**src/hw/talm_pkg.sv**
```systemverilog
`default_nettype none
package talm_pkg;
    // register indices
    localparam logic [6:0] TALM_IDX_TEMP1      = 7'h27;
    localparam logic [6:0] TALM_IDX_OVER1      = 7'h39;
    localparam logic [6:0] TALM_IDX_HYST1      = 7'h3A;
    localparam logic [6:0] TALM_IDX_STAT_FIRST = 7'h41;
    localparam logic [6:0] TALM_IDX_STAT_SEC   = 7'h42;
    localparam logic [6:0] TALM_IDX_PROP_SEL   = 7'h4C;
    localparam logic [6:0] TALM_IDX_T23_UPPER  = 7'h50;
    localparam logic [6:0] TALM_IDX_T23_LSB    = 7'h51;
    localparam logic [6:0] TALM_IDX_T23_CFG    = 7'h52;
    localparam logic [6:0] TALM_IDX_HYST_UPPER = 7'h53;
    localparam logic [6:0] TALM_IDX_HYST_LSB   = 7'h54;
    localparam logic [6:0] TALM_IDX_OVER_UPPER = 7'h55;
    localparam logic [6:0] TALM_IDX_OVER_LSB   = 7'h56;
    // bank codes for 50h..56h
    localparam logic [2:0] TALM_BANK_S2 = 3'h1;
    localparam logic [2:0] TALM_BANK_S3 = 3'h2;
    // field positions
    localparam int TALM_BIT_S1_HIGH   = 4;
    localparam int TALM_BIT_S2_HIGH   = 5;
    localparam int TALM_BIT_S3_HIGH   = 5;
    localparam int TALM_BIT_T23_TWO   = 6;
    localparam int TALM_BIT_OVT_LATCH = 1;
    localparam int TALM_BIT_LSB_POS   = 7;
    // reset values and mode codes
    localparam logic [7:0] TALM_BYTE_ZERO   = 8'h00;
    localparam logic [7:0] TALM_OVER1_RST   = 8'h50;
    localparam logic [7:0] TALM_HYST1_RST   = 8'h4B;
    localparam logic [8:0] TALM_OVER23_RST  = 9'h0A0;
    localparam logic [8:0] TALM_HYST23_RST  = 9'h096;
    localparam logic [7:0] TALM_COMP_HYST   = 8'h7F;
endpackage : talm_pkg
`default_nettype wire

```
**src/hw/talm_alarm.sv**
```systemverilog
`timescale 1ns/10ps
`default_nettype none
module talm_alarm
    import talm_pkg::*;
#(
    parameter int W = 9
) (
    input  wire logic         ref_clk,
    input  wire logic         reset_n,
    input  wire logic         conv_done,
    input  wire logic [W-1:0] temp,
    input  wire logic [W-1:0] over_lim,
    input  wire logic [W-1:0] hyst_lim,
    input  wire logic         exit_at_over,
    input  wire logic         two_times,
    input  wire logic         ovt_latched,
    input  wire logic         smi_pending,
    input  wire logic         ovt_clear,
    output logic              smi_event_r,
    output logic              ovt_r
);
    logic hot_r;
    logic hot_nxt;
    logic smi_event_nxt;
    logic ovt_nxt;
    logic above_over;
    logic below_exit;
    logic cross_up;
    logic cross_down;

    // ****************************************
    // limit compare and alarm state, per conversion
    // ****************************************
    always_comb begin
        above_over    = $signed(temp) > $signed(over_lim);
        below_exit    = exit_at_over ? !above_over
                                     : ($signed(temp) < $signed(hyst_lim));
        cross_up      = conv_done && !hot_r && above_over;
        cross_down    = conv_done && hot_r && below_exit;
        hot_nxt       = hot_r;
        if (cross_up) begin
            hot_nxt = 1'b1;
        end else if (cross_down) begin
            hot_nxt = 1'b0;
        end
        if (two_times) begin
            smi_event_nxt = cross_up || (cross_down && !smi_pending);
        end else begin
            smi_event_nxt = conv_done && hot_nxt && !smi_pending;
        end
        if (ovt_latched) begin
            ovt_nxt = (ovt_r && !ovt_clear) || cross_up || cross_down;
        end else begin
            ovt_nxt = hot_nxt;
        end
    end

    // registers
    always_ff @(posedge ref_clk or negedge reset_n) begin
        if (!reset_n) begin
            hot_r       <= 1'b0;
            smi_event_r <= 1'b0;
            ovt_r       <= 1'b0;
        end else begin
            hot_r       <= hot_nxt;
            smi_event_r <= smi_event_nxt;
            ovt_r       <= ovt_nxt;
        end
    end

    // ****************************************
    // checks
    // ****************************************
    AST_TWO_UP: assert property (@(posedge ref_clk) disable iff (!reset_n)
        (two_times && conv_done && !hot_r && above_over) |=> smi_event_r)
        else $error("two-times upward crossing gave no event");
    AST_COMP_PENDING: assert property (@(posedge ref_clk) disable iff (!reset_n)
        (!two_times && smi_pending) |=> !smi_event_r)
        else $error("comparator event raised while pending");
    AST_OVT_COMP: assert property (@(posedge ref_clk) disable iff (!reset_n)
        (!ovt_latched && !$past(ovt_latched)) |-> (ovt_r == hot_r))
        else $error("comparator over-temp output not following alarm state");
    AST_OVT_HOLD: assert property (@(posedge ref_clk) disable iff (!reset_n)
        (ovt_latched && ovt_r && !ovt_clear) |=> ovt_r)
        else $error("latched over-temp output dropped without a read");
    AST_NO_EVT_IDLE: assert property (@(posedge ref_clk) disable iff (!reset_n)
        !conv_done |=> !smi_event_r)
        else $error("event outside a completed conversion");
    COV_TWO_DOWN: cover property (@(posedge ref_clk) disable iff (!reset_n)
        two_times && cross_down && !smi_pending);
    COV_OVT_LATCH: cover property (@(posedge ref_clk) disable iff (!reset_n)
        ovt_latched && cross_down);
endmodule : talm_alarm
`default_nettype wire

```
**src/hw/talm_top.sv**
```systemverilog
// Function
// - sensor one reads 8-bit two's complement, sensors two/three 9-bit half-degree steps
// - index 27h returns sensor one's full 8-bit result
// - sensors two/three: upper eight bits at 50h, lsb at 51h bit 7, per bank
// - sensor one hysteresis limit of 127 selects comparator interrupt mode
// - comparator: exceeding over limit interrupts; status read clears; no repeat while pending
// - sensor one comparator re-raises each conversion while above over limit
// - sensor one hysteresis below over limit selects two-times mode
// - two-times: interrupt above over limit, again below hysteresis after clear
// - sensors two/three interrupt mode comes from 4Ch bit 6
// - sensors two/three comparator re-raise each conversion until below hysteresis
// - over-temp mode for sensors two/three from 52h bit 1, both banks alike
// - over-temp comparator: asserted above over limit until below hysteresis
// - over-temp latched mode: held until temperature read, relatched below hysteresis
// - high events: sensor one bit 4, two bit 5 first status, three bit 5 second
`timescale 1ns/10ps
`default_nettype none
module talm_top
    import talm_pkg::*;
(
    input  wire logic       ref_clk,
    input  wire logic       reset_n,
    input  wire logic       thermal_input_one_done,
    input  wire logic [7:0] thermal_input_one_data,
    input  wire logic       thermal_input_two_done,
    input  wire logic [8:0] thermal_input_two_data,
    input  wire logic       thermal_input_three_done,
    input  wire logic [8:0] thermal_input_three_data,
    input  wire logic [6:0] reg_index,
    input  wire logic [2:0] bank_sel,
    input  wire logic       reg_rd,
    input  wire logic       reg_wr,
    input  wire logic [7:0] reg_wdata,
    output logic      [7:0] reg_rdata_r,
    output logic            mgmt_interrupt_out_n_r,
    output logic            over_temp_out_n_r
);
    logic [7:0] temp1_r,  temp1_nxt;
    logic [8:0] temp2_r,  temp2_nxt;
    logic [8:0] temp3_r,  temp3_nxt;
    logic [7:0] over1_r,  over1_nxt;
    logic [7:0] hyst1_r,  hyst1_nxt;
    logic [8:0] over2_r,  over2_nxt;
    logic [8:0] hyst2_r,  hyst2_nxt;
    logic [8:0] over3_r,  over3_nxt;
    logic [8:0] hyst3_r,  hyst3_nxt;
    logic       two23_r,  two23_nxt;
    logic       latch2_r, latch2_nxt;
    logic       latch3_r, latch3_nxt;
    logic [7:0] stat1_r,  stat1_nxt;
    logic [7:0] stat2_r,  stat2_nxt;
    logic [7:0] rdata_nxt;
    logic       ev1, ev2, ev3;
    logic       ovt2, ovt3;
    logic       s1_two, s1_exit;
    logic       rd_s2_temp, rd_s3_temp;
    logic       rd_stat1, rd_stat2;

    // true when the access hits idx within bank b
    function automatic logic hit(input logic [6:0] idx, input logic [2:0] b);
        return (reg_index == idx) && (bank_sel == b);
    endfunction

    // ****************************************
    // conversion results and limit registers
    // ****************************************
    always_comb begin
        temp1_nxt  = thermal_input_one_done   ? thermal_input_one_data   : temp1_r;
        temp2_nxt  = thermal_input_two_done   ? thermal_input_two_data   : temp2_r;
        temp3_nxt  = thermal_input_three_done ? thermal_input_three_data : temp3_r;
        over1_nxt  = over1_r;
        hyst1_nxt  = hyst1_r;
        over2_nxt  = over2_r;
        hyst2_nxt  = hyst2_r;
        over3_nxt  = over3_r;
        hyst3_nxt  = hyst3_r;
        two23_nxt  = two23_r;
        latch2_nxt = latch2_r;
        latch3_nxt = latch3_r;
        if (reg_wr) begin
            if (reg_index == TALM_IDX_OVER1) begin
                over1_nxt = reg_wdata;
            end else if (reg_index == TALM_IDX_HYST1) begin
                hyst1_nxt = reg_wdata;
            end else if (reg_index == TALM_IDX_PROP_SEL) begin
                two23_nxt = reg_wdata[TALM_BIT_T23_TWO];
            end else if (hit(TALM_IDX_T23_CFG, TALM_BANK_S2)) begin
                latch2_nxt = reg_wdata[TALM_BIT_OVT_LATCH];
            end else if (hit(TALM_IDX_T23_CFG, TALM_BANK_S3)) begin
                latch3_nxt = reg_wdata[TALM_BIT_OVT_LATCH];
            end else if (hit(TALM_IDX_HYST_UPPER, TALM_BANK_S2)) begin
                hyst2_nxt = {reg_wdata, hyst2_r[0]};
            end else if (hit(TALM_IDX_HYST_LSB, TALM_BANK_S2)) begin
                hyst2_nxt = {hyst2_r[8:1], reg_wdata[TALM_BIT_LSB_POS]};
            end else if (hit(TALM_IDX_OVER_UPPER, TALM_BANK_S2)) begin
                over2_nxt = {reg_wdata, over2_r[0]};
            end else if (hit(TALM_IDX_OVER_LSB, TALM_BANK_S2)) begin
                over2_nxt = {over2_r[8:1], reg_wdata[TALM_BIT_LSB_POS]};
            end else if (hit(TALM_IDX_HYST_UPPER, TALM_BANK_S3)) begin
                hyst3_nxt = {reg_wdata, hyst3_r[0]};
            end else if (hit(TALM_IDX_HYST_LSB, TALM_BANK_S3)) begin
                hyst3_nxt = {hyst3_r[8:1], reg_wdata[TALM_BIT_LSB_POS]};
            end else if (hit(TALM_IDX_OVER_UPPER, TALM_BANK_S3)) begin
                over3_nxt = {reg_wdata, over3_r[0]};
            end else if (hit(TALM_IDX_OVER_LSB, TALM_BANK_S3)) begin
                over3_nxt = {over3_r[8:1], reg_wdata[TALM_BIT_LSB_POS]};
            end
        end
    end

    always_ff @(posedge ref_clk or negedge reset_n) begin
        if (!reset_n) begin
            temp1_r  <= TALM_BYTE_ZERO;
            temp2_r  <= 9'h000;
            temp3_r  <= 9'h000;
            over1_r  <= TALM_OVER1_RST;
            hyst1_r  <= TALM_HYST1_RST;
            over2_r  <= TALM_OVER23_RST;
            hyst2_r  <= TALM_HYST23_RST;
            over3_r  <= TALM_OVER23_RST;
            hyst3_r  <= TALM_HYST23_RST;
            two23_r  <= 1'b0;
            latch2_r <= 1'b0;
            latch3_r <= 1'b0;
        end else begin
            temp1_r  <= temp1_nxt;
            temp2_r  <= temp2_nxt;
            temp3_r  <= temp3_nxt;
            over1_r  <= over1_nxt;
            hyst1_r  <= hyst1_nxt;
            over2_r  <= over2_nxt;
            hyst2_r  <= hyst2_nxt;
            over3_r  <= over3_nxt;
            hyst3_r  <= hyst3_nxt;
            two23_r  <= two23_nxt;
            latch2_r <= latch2_nxt;
            latch3_r <= latch3_nxt;
        end
    end

    // ****************************************
    // mode selection and read-side effects
    // ****************************************
    always_comb begin
        s1_two     = (hyst1_r != TALM_COMP_HYST) && ($signed(hyst1_r) < $signed(over1_r));
        s1_exit    = !s1_two;                       // sensor one comparator leaves at over limit
        rd_stat1   = reg_rd && (reg_index == TALM_IDX_STAT_FIRST);
        rd_stat2   = reg_rd && (reg_index == TALM_IDX_STAT_SEC);
        rd_s2_temp = reg_rd && (hit(TALM_IDX_T23_UPPER, TALM_BANK_S2)
                                || hit(TALM_IDX_T23_LSB, TALM_BANK_S2));
        rd_s3_temp = reg_rd && (hit(TALM_IDX_T23_UPPER, TALM_BANK_S3)
                                || hit(TALM_IDX_T23_LSB, TALM_BANK_S3));
    end

    talm_alarm #(.W(8)) u_alarm1 (
        .ref_clk      (ref_clk),
        .reset_n      (reset_n),
        .conv_done    (thermal_input_one_done),
        .temp         (thermal_input_one_data),
        .over_lim     (over1_r),
        .hyst_lim     (hyst1_r),
        .exit_at_over (s1_exit),
        .two_times    (s1_two),
        .ovt_latched  (1'b0),
        .smi_pending  (stat1_r[TALM_BIT_S1_HIGH]),
        .ovt_clear    (1'b0),
        .smi_event_r  (ev1),
        .ovt_r        ()
    );

    talm_alarm #(.W(9)) u_alarm2 (
        .ref_clk      (ref_clk),
        .reset_n      (reset_n),
        .conv_done    (thermal_input_two_done),
        .temp         (thermal_input_two_data),
        .over_lim     (over2_r),
        .hyst_lim     (hyst2_r),
        .exit_at_over (1'b0),
        .two_times    (two23_r),
        .ovt_latched  (latch2_r),
        .smi_pending  (stat1_r[TALM_BIT_S2_HIGH]),
        .ovt_clear    (rd_s2_temp),
        .smi_event_r  (ev2),
        .ovt_r        (ovt2)
    );

    talm_alarm #(.W(9)) u_alarm3 (
        .ref_clk      (ref_clk),
        .reset_n      (reset_n),
        .conv_done    (thermal_input_three_done),
        .temp         (thermal_input_three_data),
        .over_lim     (over3_r),
        .hyst_lim     (hyst3_r),
        .exit_at_over (1'b0),
        .two_times    (two23_r),
        .ovt_latched  (latch3_r),
        .smi_pending  (stat2_r[TALM_BIT_S3_HIGH]),
        .ovt_clear    (rd_s3_temp),
        .smi_event_r  (ev3),
        .ovt_r        (ovt3)
    );

    // ****************************************
    // status, read data and output pins
    // ****************************************
    always_comb begin
        stat1_nxt = rd_stat1 ? TALM_BYTE_ZERO : stat1_r;   // read clears, set below wins
        stat2_nxt = rd_stat2 ? TALM_BYTE_ZERO : stat2_r;
        stat1_nxt[TALM_BIT_S1_HIGH] = stat1_nxt[TALM_BIT_S1_HIGH] | ev1;
        stat1_nxt[TALM_BIT_S2_HIGH] = stat1_nxt[TALM_BIT_S2_HIGH] | ev2;
        stat2_nxt[TALM_BIT_S3_HIGH] = stat2_nxt[TALM_BIT_S3_HIGH] | ev3;
        rdata_nxt = reg_rdata_r;
        if (reg_rd) begin
            if (reg_index == TALM_IDX_TEMP1) begin
                rdata_nxt = temp1_r;
            end else if (reg_index == TALM_IDX_OVER1) begin
                rdata_nxt = over1_r;
            end else if (reg_index == TALM_IDX_HYST1) begin
                rdata_nxt = hyst1_r;
            end else if (reg_index == TALM_IDX_STAT_FIRST) begin
                rdata_nxt = stat1_r;
            end else if (reg_index == TALM_IDX_STAT_SEC) begin
                rdata_nxt = stat2_r;
            end else if (reg_index == TALM_IDX_PROP_SEL) begin
                rdata_nxt = TALM_BYTE_ZERO;
                rdata_nxt[TALM_BIT_T23_TWO] = two23_r;
            end else if (hit(TALM_IDX_T23_UPPER, TALM_BANK_S2)) begin
                rdata_nxt = temp2_r[8:1];
            end else if (hit(TALM_IDX_T23_LSB, TALM_BANK_S2)) begin
                rdata_nxt = {temp2_r[0], 7'h00};
            end else if (hit(TALM_IDX_T23_UPPER, TALM_BANK_S3)) begin
                rdata_nxt = temp3_r[8:1];
            end else if (hit(TALM_IDX_T23_LSB, TALM_BANK_S3)) begin
                rdata_nxt = {temp3_r[0], 7'h00};
            end else if (hit(TALM_IDX_T23_CFG, TALM_BANK_S2)) begin
                rdata_nxt = {6'h00, latch2_r, 1'b0};
            end else if (hit(TALM_IDX_T23_CFG, TALM_BANK_S3)) begin
                rdata_nxt = {6'h00, latch3_r, 1'b0};
            end else begin
                rdata_nxt = TALM_BYTE_ZERO;                              // unmapped reads zero
            end
        end
    end

    always_ff @(posedge ref_clk or negedge reset_n) begin
        if (!reset_n) begin
            stat1_r                <= TALM_BYTE_ZERO;
            stat2_r                <= TALM_BYTE_ZERO;
            reg_rdata_r            <= TALM_BYTE_ZERO;
            mgmt_interrupt_out_n_r <= 1'b1;
            over_temp_out_n_r      <= 1'b1;
        end else begin
            stat1_r                <= stat1_nxt;
            stat2_r                <= stat2_nxt;
            reg_rdata_r            <= rdata_nxt;
            mgmt_interrupt_out_n_r <= ~(|stat1_nxt | |stat2_nxt);
            over_temp_out_n_r      <= ~(ovt2 | ovt3);
        end
    end

    // ****************************************
    // checks
    // ****************************************
    AST_STAT_SET: assert property (@(posedge ref_clk) disable iff (!reset_n)
        ev2 |=> stat1_r[TALM_BIT_S2_HIGH])
        else $error("sensor two event not recorded in status");
    AST_STAT_CLEAR: assert property (@(posedge ref_clk) disable iff (!reset_n)
        (rd_stat2 && !ev3) |=> (stat2_r == TALM_BYTE_ZERO))
        else $error("second status not cleared by read");
    AST_SMI_PIN: assert property (@(posedge ref_clk) disable iff (!reset_n)
        mgmt_interrupt_out_n_r == !(|stat1_r || |stat2_r))
        else $error("interrupt pin disagrees with status");
    AST_READ_T1: assert property (@(posedge ref_clk) disable iff (!reset_n)
        (reg_rd && reg_index == TALM_IDX_TEMP1) |=> (reg_rdata_r == $past(temp1_r)))
        else $error("sensor one reading wrong");
    AST_READ_LSB: assert property (@(posedge ref_clk) disable iff (!reset_n)
        (reg_rd && hit(TALM_IDX_T23_LSB, TALM_BANK_S3))
        |=> (reg_rdata_r[TALM_BIT_LSB_POS] == $past(temp3_r[0])))
        else $error("sensor three lsb misplaced");
    AST_MODE_COMP: assert property (@(posedge ref_clk) disable iff (!reset_n)
        (hyst1_r == TALM_COMP_HYST && thermal_input_one_done && !stat1_r[TALM_BIT_S1_HIGH]
         && ($signed(thermal_input_one_data) > $signed(over1_r))) |=> ev1)
        else $error("sensor one not in comparator mode");
    AST_OVT_PIN: assert property (@(posedge ref_clk) disable iff (!reset_n)
        ##1 (over_temp_out_n_r == !($past(ovt2) || $past(ovt3))))
        else $error("over-temp pin disagrees with alarm");
    COV_S1_EVENT: cover property (@(posedge ref_clk) disable iff (!reset_n) ev1 && s1_two);
    COV_S3_EVENT: cover property (@(posedge ref_clk) disable iff (!reset_n) ev3 && !two23_r);
    COV_CLEAR_SET: cover property (@(posedge ref_clk) disable iff (!reset_n) rd_stat1 && ev1);
endmodule : talm_top
`default_nettype wire

```
**config.mk**
```make
export PLATFORM = sky130hd
export DESIGN_NAME = talm_top
export DESIGN_NICKNAME = d
export VERILOG_FILES = /design/src/hw/talm_pkg.sv /design/src/hw/talm_alarm.sv /design/src/hw/talm_top.sv
export SDC_FILE = /design/constraint.sdc
export NUM_CORES = 1
export LEC_CHECK = 0
export ABC_AREA = 0
export BUFFER_PORTS_ARGS = -buffer_cell sky130_fd_sc_hd__buf_2
export CORE_MARGIN = 4
export CORE_UTILIZATION = 50
export CTS_BUF_LIST = sky130_fd_sc_hd__clkbuf_4 sky130_fd_sc_hd__clkbuf_8 sky130_fd_sc_hd__clkbuf_16
export CTS_CLUSTER_SIZE = 28
export DETAILED_ROUTE_END_ITERATION = 7
export PLACE_DENSITY = 0.71
export SKIP_LAST_GASP = 1
export SYNTH_ARGS = -nofsm -noshare
export SYNTH_HDL_FRONTEND = slang
export SYNTH_HIERARCHICAL = 1
export SYNTH_SLANG_ARGS = --single-unit
```
**constraint.sdc**
```tcl
create_clock -name ref_clk -period 4.4 [get_ports ref_clk]
set_input_delay 0.44 -clock ref_clk [delete_from_list [all_inputs] [get_ports ref_clk]]
set_output_delay 0.44 -clock ref_clk [all_outputs]
set_load 0.02 [all_outputs]
```
Word-level counts from Yosys, hierarchy flattened. Cells that the tools add are included.

Bits in registers: 115. Bits in latches: 0. Memory bits (writable): 0. Memory bits (read-only): 0. Bits of input ports: 51. Output and inout port bits: 10. Word-level logic and storage cells: 180. Memories: 0.

Add/sub/neg operators: 0. Multiply operators: 0. Divide/modulo/power cells: 0. Magnitude comparators: 7. Equal/unequal tests: 16. Shift operators: 0. Multiplexer cells: 34. Bitwise operators: 19. Reduce and logical (&&, ||, !) cells: 75.

Operators with widths (number): 8-bit 2-to-1 mux (12); 7-bit == test (second input constant) (10); 1-bit logical AND (42); 9-bit 2-to-1 mux (4); 7-bit by 6-bit == test with 1-bit output (second input constant) (3); 9-bit > comparator (2); 9-bit less-than comparator (2); 8-bit less-than comparator (2); 1-bit 2-to-1 mux (16); 8-bit OR reduction (2); 1-bit NOT (14); 14-bit AND reduction (1); 13-bit AND reduction (1); 12-bit AND reduction (1); 11-bit AND reduction (1); 10-bit AND reduction (1); 1-bit logical NOT (9); 1-bit logical OR (9); 9-bit AND reduction (1); 8-bit > comparator (1); 8-bit by 7-bit inequality test with 1-bit output (second input constant) (1); 8-bit AND reduction (1); 7-bit AND reduction (1); 6-bit AND reduction (1); 8 further kinds (13).

Depth between registers and ports, before layout. Gate-level depths: netlist of run 1.

Depth after elaboration: 14. Depth in mapped cells: 10. Depth with buffers taken out: 10.

Hierarchy. Netlist of run 1, hierarchy kept.

By module, submodules not included: talm_top (times used 1, cells each 415, area each 5001.0 um^2, sequential area each 2702.6 um^2); talm_alarm (u_alarm2 ...) (times used 2, cells each 88, area each 648.1 um^2, sequential area each 75.1 um^2); talm_alarm (u_alarm1) (times used 1, cells each 74, area each 566.8 um^2, sequential area each 75.1 um^2).

Worst setup path after synthesis of run 1. No wires, ideal clock.

Path type: register to register. Start: reg hyst1_r[1]. End: reg u_alarm1/ovt_r (netlist name). Arrival: 2.162 ns. Data required time: 4.274 ns. Slack: 2.112 ns. Stages on the path, launching flop included: 11. Buffers on the path: 0. Period minus slack after synthesis: 2.288 ns. Cells stage by stage: dfstp_2 ha_1 a21oi_1 nor2b_1 o21ai_0 a21oi_1 o41a_1 o311ai_1 o211ai_1 xor2_1 a221o_1.

RTL lines: from (decl) (RTL line talm_top.sv:42) `logic [7:0] hyst1_r, hyst1_nxt;`; from (signal assigned) (RTL line talm_top.sv:130) `hyst1_r <= hyst1_nxt;`.

Final worst setup path of run 1.
Start: reg hyst1_r[1]. End: reg u_alarm1.smi_event_r.

Cells in the longest elaborated chain, start to end: 9. Elaborated cells between the ends (all ways): 13.

RTL lines: 8-bit less-than comparator / 8-bit by 7-bit inequality test with 1-bit output (equally long branches) (RTL line talm_top.sv:145) `s1_two = (hyst1_r != TALM_COMP_HYST) && ($signed(hyst1_r) < $signed(over1_r));`; 1-bit logical AND * (RTL line talm_top.sv:145); named net s1_two (RTL line talm_top.sv:55) `logic s1_two, s1_exit;`; 1-bit 2-to-1 mux (RTL line talm_alarm.sv:36) `below_exit = exit_at_over ? !above_over`; 1-bit logical AND (RTL line talm_alarm.sv:39) `cross_down = conv_done && hot_r && below_exit;`; 1-bit 2-to-1 mux (RTL line talm_alarm.sv:43) `end else if (cross_down) begin`; 1-bit 2-to-1 mux (RTL line talm_alarm.sv:41) `if (cross_up) begin`; 1-bit logical AND (2 in series) (RTL line talm_alarm.sv:49) `smi_event_nxt = conv_done && hot_nxt && !smi_pending;`; 1-bit 2-to-1 mux * (RTL line talm_alarm.sv:46) `if (two_times) begin`; named net u_alarm1.smi_event_nxt (RTL line talm_alarm.sv:24) `logic smi_event_nxt;`; to (signal assigned) (RTL line talm_alarm.sv:66) `smi_event_r <= smi_event_nxt;`; to (decl) (RTL line talm_alarm.sv:19) `output logic smi_event_r,`.

The timed path passes the listed nets; every way through them passes the cells marked *. A chain may end at the register's enable or synchronous reset.

==> reports/summary.txt, run 1 <==
WP data required: 4.70 ns
Mapped Area: 6814 µm²
Antenna Nets Post-Route: 0
layout cell share with drive strength beyond 1: 0.2918
Hold Fails Final Rpt: 0
Slew Limit Headroom: 0.4423
post-place instance area: 7312 µm²
antenna violations before repair: 0
total power: 3.170 mW
GRT Util Overall: 0.2486
Die Span Y: 124.7 µm
Peak Freq: 387.3 MHz
class of the worst hold path: primary input to asynchronous set/reset pin
leakage power: 3.577 nW
RSZ-0062 raised after global routing: false
vias in the first global route: 5561
Slew @ Worst Pin: 0.8257 ns
IO Count: 61
largest net degree at the start of global routing: 48
Setup Viol. Count Final: 0
Cell Rows: 42
outcome: finished, final reports clean
Max Root-Sink Buffers: 2
RD Place Congestion: 0.9314
postcts setup bufs: 0
CTS Root Cell: clkbuf_16
critical path class: register to register
Pint: 2.332 mW
die width: 124.7 µm
Sw Share: 0.2645
Critical Path AT: 2.88 ns
Mapped Cells: 661
CTS tree: built
Peak VDD IR: 278.7 µV
CP Launch Type: register
final WL: 18880 µm
routed len/inst: 20.45 µm
fin nets: 841
clk_lat worst skew: 0.42 ns
Final Cell Area: 7940 µm²
clock group share of total power: 0.458
Post-Syn Area per Cell: 10.31 µm²
DP Wirelength: 14430 µm
critical-path maximum fanout: 5
setup TNS: 0 ns
PwrDens: 399.2 nW/µm²
sw power: 0.8383 mW
H-tree Lvls: 4
YS warnings: 6
crit share post-route: 0.5868
Max Cap Viol: 0
synth-to-layout area growth: 16.53%
post-layout min period: 2.582 ns
cts bufs inserted: 17
I/O Buffers: 60
Num Clock Sinks: 115
hold_buf cts: 0
Flop pwr share: 0.397
CTS resizes: 0
Reg2Reg Setup Slack: 1.82 ns
DR vias/cell: 6.061
Max Slew Vio Count: 0
ANT cells: 0
r2r endpoint: u_alarm1/smi_event_r
grt ovf: 0
DR pass1 iterations: 5
Core Region: 13300 µm²
initial core utilization: 0.5125
die area: 15560 µm²
Worst-path clk slew: 0.05 ns
Logic pwr share: 0.145
R2R Path Start: hyst1_r[1]
drt initial violations: 473
Reg2Reg Depth: 8
CP Capture Type: register
first-pass GRT wire length: 30090 µm
Final Skew: 0.008567 ns
routed via count: 5594
drt drc: 0
sequential cells by signal, summed over array words and instances, names as in the netlist, 8 cells and up:
register and cells:
over2_r 9, hyst1_r 8, over3_r 9, temp3_r 9, stat2_r 8, over1_r 8
stat1_r 8, temp1_r 8, hyst2_r 9, temp2_r 9, hyst3_r 9, reg_rdata_r 8
per-layer routing:
| layer | routed length [µm] | global-route usage | vias to the layer above |
|---|---|---|---|
| met1 | 8232 | 0.3411 | 2753 |
| met2 | 8715 | 0.3817 | 262 |
| met3 | 1489 | 0.06389 | 38 |
| met4 | 437 | 0.08833 | 0 |
| li1 | - | - | 2541 |
| met5 | 0 | 0 | - |
worst max-delay path by stage:
| stage | startpoint | end | slack, ns | depth (start not counted) |
|---|---|---|---|---|
| final | hyst1_r[1] | u_alarm1/smi_event_r | 1.82 | 8 |
| after floorplan | hyst1_r[1] | u_alarm1/smi_event_r | 2.26 | 9 |
| after detailed placement | bank_sel[0] | over3_r[3] | 1.77 | 5 |
| after global routing | hyst1_r[1] | u_alarm1/smi_event_r | 1.70 | 8 |
| after global placement | bank_sel[0] | over3_r[4] | 1.81 | 5 |
| after CTS | hyst1_r[1] | u_alarm1/smi_event_r | 1.89 | 8 |
per-stage QoR:
| stage | hold slack, ns | setup WS (ns) | utilization | cells |
|---|---|---|---|---|
| after floorplan | 0.1444 | 2.264 | - | 666 |
| after global placement | 0.3924 | 1.812 | 0.5500 | 891 |
| after detailed placement | 0.3855 | 1.771 | 0.5500 | 891 |
| after CTS | 0.05607 | 1.887 | 0.5972 | 923 |
| after global routing | 0.08303 | 1.700 | 0.5972 | 923 |
| final | 0.03863 | 1.818 | 0.5972 | 923 |
worst max-delay path: stages (launching register included):
cell     delay (ns)
dfstp_2        0.58
ha_1           0.25
a21oi_1        0.14
nor2b_1        0.07
o21ai_0        0.19
a21oi_1        0.12
o41ai_1        0.69
xor2_1         0.15
a31o_2         0.28
layout by cell type (no fill, tap or decap), types with 4 or more instances in the layout:
master	instances
or3_1	6
conb_1	6
inv_1	74
buf_4	4
bufinv_16	4
a221oi_1	6
nor3_1	15
clkbuf_4	4
and2_2	6
buf_2	59
nand2b_1	8
mux2_2	80
a21o_1	13
nor2_1	34
clkbuf_16	17
ha_1	56
o22ai_1	7
and2_1	7
nor4_1	8
nor3b_1	4
a21oi_1	25
nand4_1	9
a211oi_1	7
dfrtp_1	95
a31oi_1	6
nor2b_1	6
o221ai_1	6
dfstp_2	20
and3_1	5
nand2_1	36
nand3_1	17
o21ai_0	30
final cells by class:
cell class                      count  area [µm²]
Timing Repair Buffer               63       325.3
Fill cell                        1137        5355
Inverter                           74       277.8
Sequential cell                   115        2903
Clock buffer                       22       469.2
Multi-Input combinational cell    463        3586
Tap cell                          176       220.2
Clock inverter                     10       158.9
power by group through the flow:
stage	Combinational, mW	Clock (mW)	Sequential (mW)
detailed placement	0.452	0	1.27
global route	0.512	1.53	1.27
global placement	0.430	0	1.27
floorplan	0.291	0	1.24
CTS	0.455	1.47	1.26
finish	0.461	1.45	1.26
Power figures use the tool's default switching activity.
==> inputs of run 2 (changes only) <==
ABC_AREA = 1   (was 0)
PLACE_DENSITY = 0.73   (was 0.71)
clock period = 2.2 ns   (was 4.4 ns; I/O delays follow)
==> run 2 against run 1 <==
Synthesized area increased by 4.4%; die area is 4.1% higher; worst setup slack got worse by 1.6 ns; critical endpoint unchanged; first-iteration DRC count up 11%; sequential share of layout area down 1.6 points; fmax is 30% higher; register-to-register slack got worse by 1.6 ns; highest routed layer unchanged.
==> reports/summary.txt, run 2 <==
DP Worst Slack: 0.2427 ns (was 1.771 ns)
Critical Path AT: 2.30 ns (was 2.88 ns)
clk_lat worst skew: 0.42 ns (about the same)
dpl cells: 1149 (was 891)
Flop pwr share: 0.386 (was 0.397)
die width: 127.3 µm (was 124.7 µm)
Cell Rows: 43 (was 42)
synth-to-layout area growth: 16.68% (was 16.53%)
critical path class: register to register (unchanged)
Slew Limit Headroom: 0.5440 (was 0.4423)
critical-path maximum fanout: 3 (was 5)
hold_buf cts: 1 (was 0)
postcts setup bufs: 0 (unchanged)
CTS Root Cell: clkbuf_16 (unchanged)
cts bufs inserted: 17 (unchanged)
post-place instance area: 7645 µm² (was 7312 µm²)
storage element area: 2903 µm² (unchanged)
WP data required: 2.51 ns (was 4.70 ns)
CP Cell Sequence: inv_1 > ha_1 > nand2_1 > inv_1 > nand3_1 > a21oi_1 > o21ai_0 > nand3_1 > nand3b_2 > nand4_1 > nand2_1 > nand2_1 > nand2_1 (was ha_1 > a21oi_1 > nor2b_1 > o21ai_0 > a21oi_1 > o41ai_1 > xor2_1 > a31o_2)
Finished Layout Cells: 1182 (was 923)
Mapped Area: 7111 µm² (was 6814 µm²)
Mapped Cells: 910 (was 661)
initial core utilization: 0.5123 (was 0.5125)
Max Root-Sink Buffers: 2 (unchanged)
class of the worst hold path: primary input to register (was primary input to asynchronous set/reset pin)
Worst-path clk slew: 0.05 ns (about the same)
layout cell share with drive strength beyond 1: 0.1976 (was 0.2918)
PwrDens: 758.4 nW/µm² (was 399.2 nW/µm²)
post-route setup slack: 0.2079 ns (was 1.818 ns)
drt drc: 0 (unchanged)
CTS resizes: 0 (unchanged)
Peak VDD IR: 643.9 µV (was 278.7 µV)
Setup Viol. Count Final: 0 (unchanged)
Fill cells: 1279 (was 1137)
Max Slew Vio Count: 0 (unchanged)
CP Launch Type: register (unchanged)
Antenna Nets Post-Route: 0 (unchanged)
clock group share of total power: 0.471 (was 0.458)
post-layout min period: 1.992 ns (was 2.582 ns)
final WL: 17890 µm (was 18880 µm)
Final Skew: 0.006075 ns (was 0.008567 ns)
family with the most delay on the worst path: simple AND/OR/NAND/NOR gates (was compound AO/OA/AOI/OAI gates)
vias in the first global route: 5774 (was 5561)
area of the multi-input gates: 3428 µm² (was 3586 µm²)
Peak Freq: 502.0 MHz (was 387.3 MHz)
Pint: 4.617 mW (was 2.332 mW)
Die Span Y: 127.3 µm (was 124.7 µm)
commonest non-fill, non-tap cell in the layout: nand2_1 (was dfrtp_1)
Num Clock Sinks: 115 (unchanged)
drt initial violations: 526 (was 473)
first-pass GRT wire length: 29270 µm (was 30090 µm)
Post-Syn Area per Cell: 7.814 µm² (was 10.31 µm²)
CP Depth: 13 (was 8)
CTS tree: built (unchanged)
Reg2Reg Setup Slack: 0.21 ns (was 1.82 ns)
sw power: 1.675 mW (was 0.8383 mW)
Core Region: 13880 µm² (was 13300 µm²)
CP Capture Type: register (unchanged)
DR pass1 iterations: 5 (unchanged)
WHS: 0.03932 ns (was 0.03863 ns)
RD Place Congestion: 0.9372 (was 0.9314)
IO Count: 61 (unchanged)
CP Capture Point: u_alarm1/smi_event_r (unchanged)
Final Cell Area: 8297 µm² (was 7940 µm²)
fin nets: 1096 (was 841)
RSZ-0062 raised after global routing: false (unchanged)
antenna violations before repair: 0 (unchanged)
commonest cells after routing, fill and taps aside: nand2_1 (246), inv_1 (183), dfrtp_1 (95) (was dfrtp_1 (95), mux2_2 (80), inv_1 (74))
Reg2Reg Depth: 13 (was 8)
setup TNS: 0 ns (unchanged)
leakage power: 4.250 nW (was 3.577 nW)
DR vias/cell: 5.136 (was 6.061)
H-tree Lvls: 4 (unchanged)
YS warnings: 6 (unchanged)
R2R Path Start: over1_r[6] (was hyst1_r[1])
ANT cells: 0 (unchanged)
routed via count: 6071 (was 5594)
Sw Share: 0.2662 (was 0.2645)
I/O Buffers: 60 (unchanged)
Slew @ Worst Pin: 0.6833 ns (was 0.8257 ns)
crit share post-route: 0.9055 (was 0.5868)
CP Launch Point: over1_r[6] (was hyst1_r[1])
Worst Path Buf+Inv: 2 (was 0)
Logic pwr share: 0.143 (was 0.145)
GRT Util Overall: 0.2323 (was 0.2486)
CP max stage cell: dfstp_2 (was o41ai_1)
Max Cap Viol: 0 (unchanged)
largest net degree at the start of global routing: 51 (was 48)
grt ovf: 0 (unchanged)
DP Wirelength: 13890 µm (was 14430 µm)
outcome: finished, final reports clean (unchanged)
die area: 16190 µm² (was 15560 µm²)
routed len/inst: 15.13 µm (was 20.45 µm)
Worst path most repeated cell: nand2_1 (was a21oi_1)
r2r endpoint: u_alarm1/smi_event_r (unchanged)
slowest stage delay, CP: 0.54 ns (was 0.69 ns)
Hold Fails Final Rpt: 0 (unchanged)
run 2: worst min path at each step:
| stage | from | end | slack (ns) | cells after the start |
|---|---|---|---|---|
| CTS | thermal_input_three_data[0] | temp3_r[0] | 0.03 | 3 |
| detailed placement | reset_n | reg_rdata_r[1] | 0.15 | 1 |
| finish | thermal_input_three_data[0] | temp3_r[0] | 0.04 | 3 |
| global route | thermal_input_three_data[0] | temp3_r[0] | 0.06 | 3 |
| floorplan | reset_n | hyst1_r[2] | -0.08 | 0 |
| global placement | reset_n | reg_rdata_r[0] | 0.15 | 1 |
run 2: area by class of cell:
cell class / instances / share of cell area
Clock inverter: 7 / 0.01433
Sequential cell: 115 / 0.3499
Timing Repair Buffer: 68 / 0.04554
Clock buffer: 25 / 0.06304
Multi-Input combinational cell: 595 / 0.4132
Inverter: 192 / 0.08686
Tap cell: 180 / 0.02715
run 2: per-layer routing:
metal	share of wire	GRT usage	up-vias
met3	0.073	0.05059	31
met2	0.44	0.3446	228
li1	-	-	3040
met1	0.47	0.3358	2772
met5	0	0	-
met4	0.021	0.08454	0
run 2: through the flow:
| stage | util | power (mW) |
|---|---|---|
| after floorplan | - | 3.026 |
| after global placement | 0.5507 | 3.323 |
| after detailed placement | 0.5507 | 3.352 |
| after CTS | 0.5977 | 6.311 |
| after global routing | 0.5977 | 6.586 |
| final | 0.5977 | 6.292 |
run 2: power by group through the flow:
stage                     logic, mW  registers, mW  clock network (mW)
final                         0.898           2.43                2.96
after global routing           1.04           2.45                3.10
after CTS                     0.901           2.43                2.98
after detailed placement      0.897           2.45                   0
after global placement        0.870           2.45                   0
after floorplan               0.599           2.43                   0
run 2: tightest hold or removal path, stage by stage:
cell	delay [ns]
buf_2	0.09
nand2_1	0.04
o21ai_0	0.06
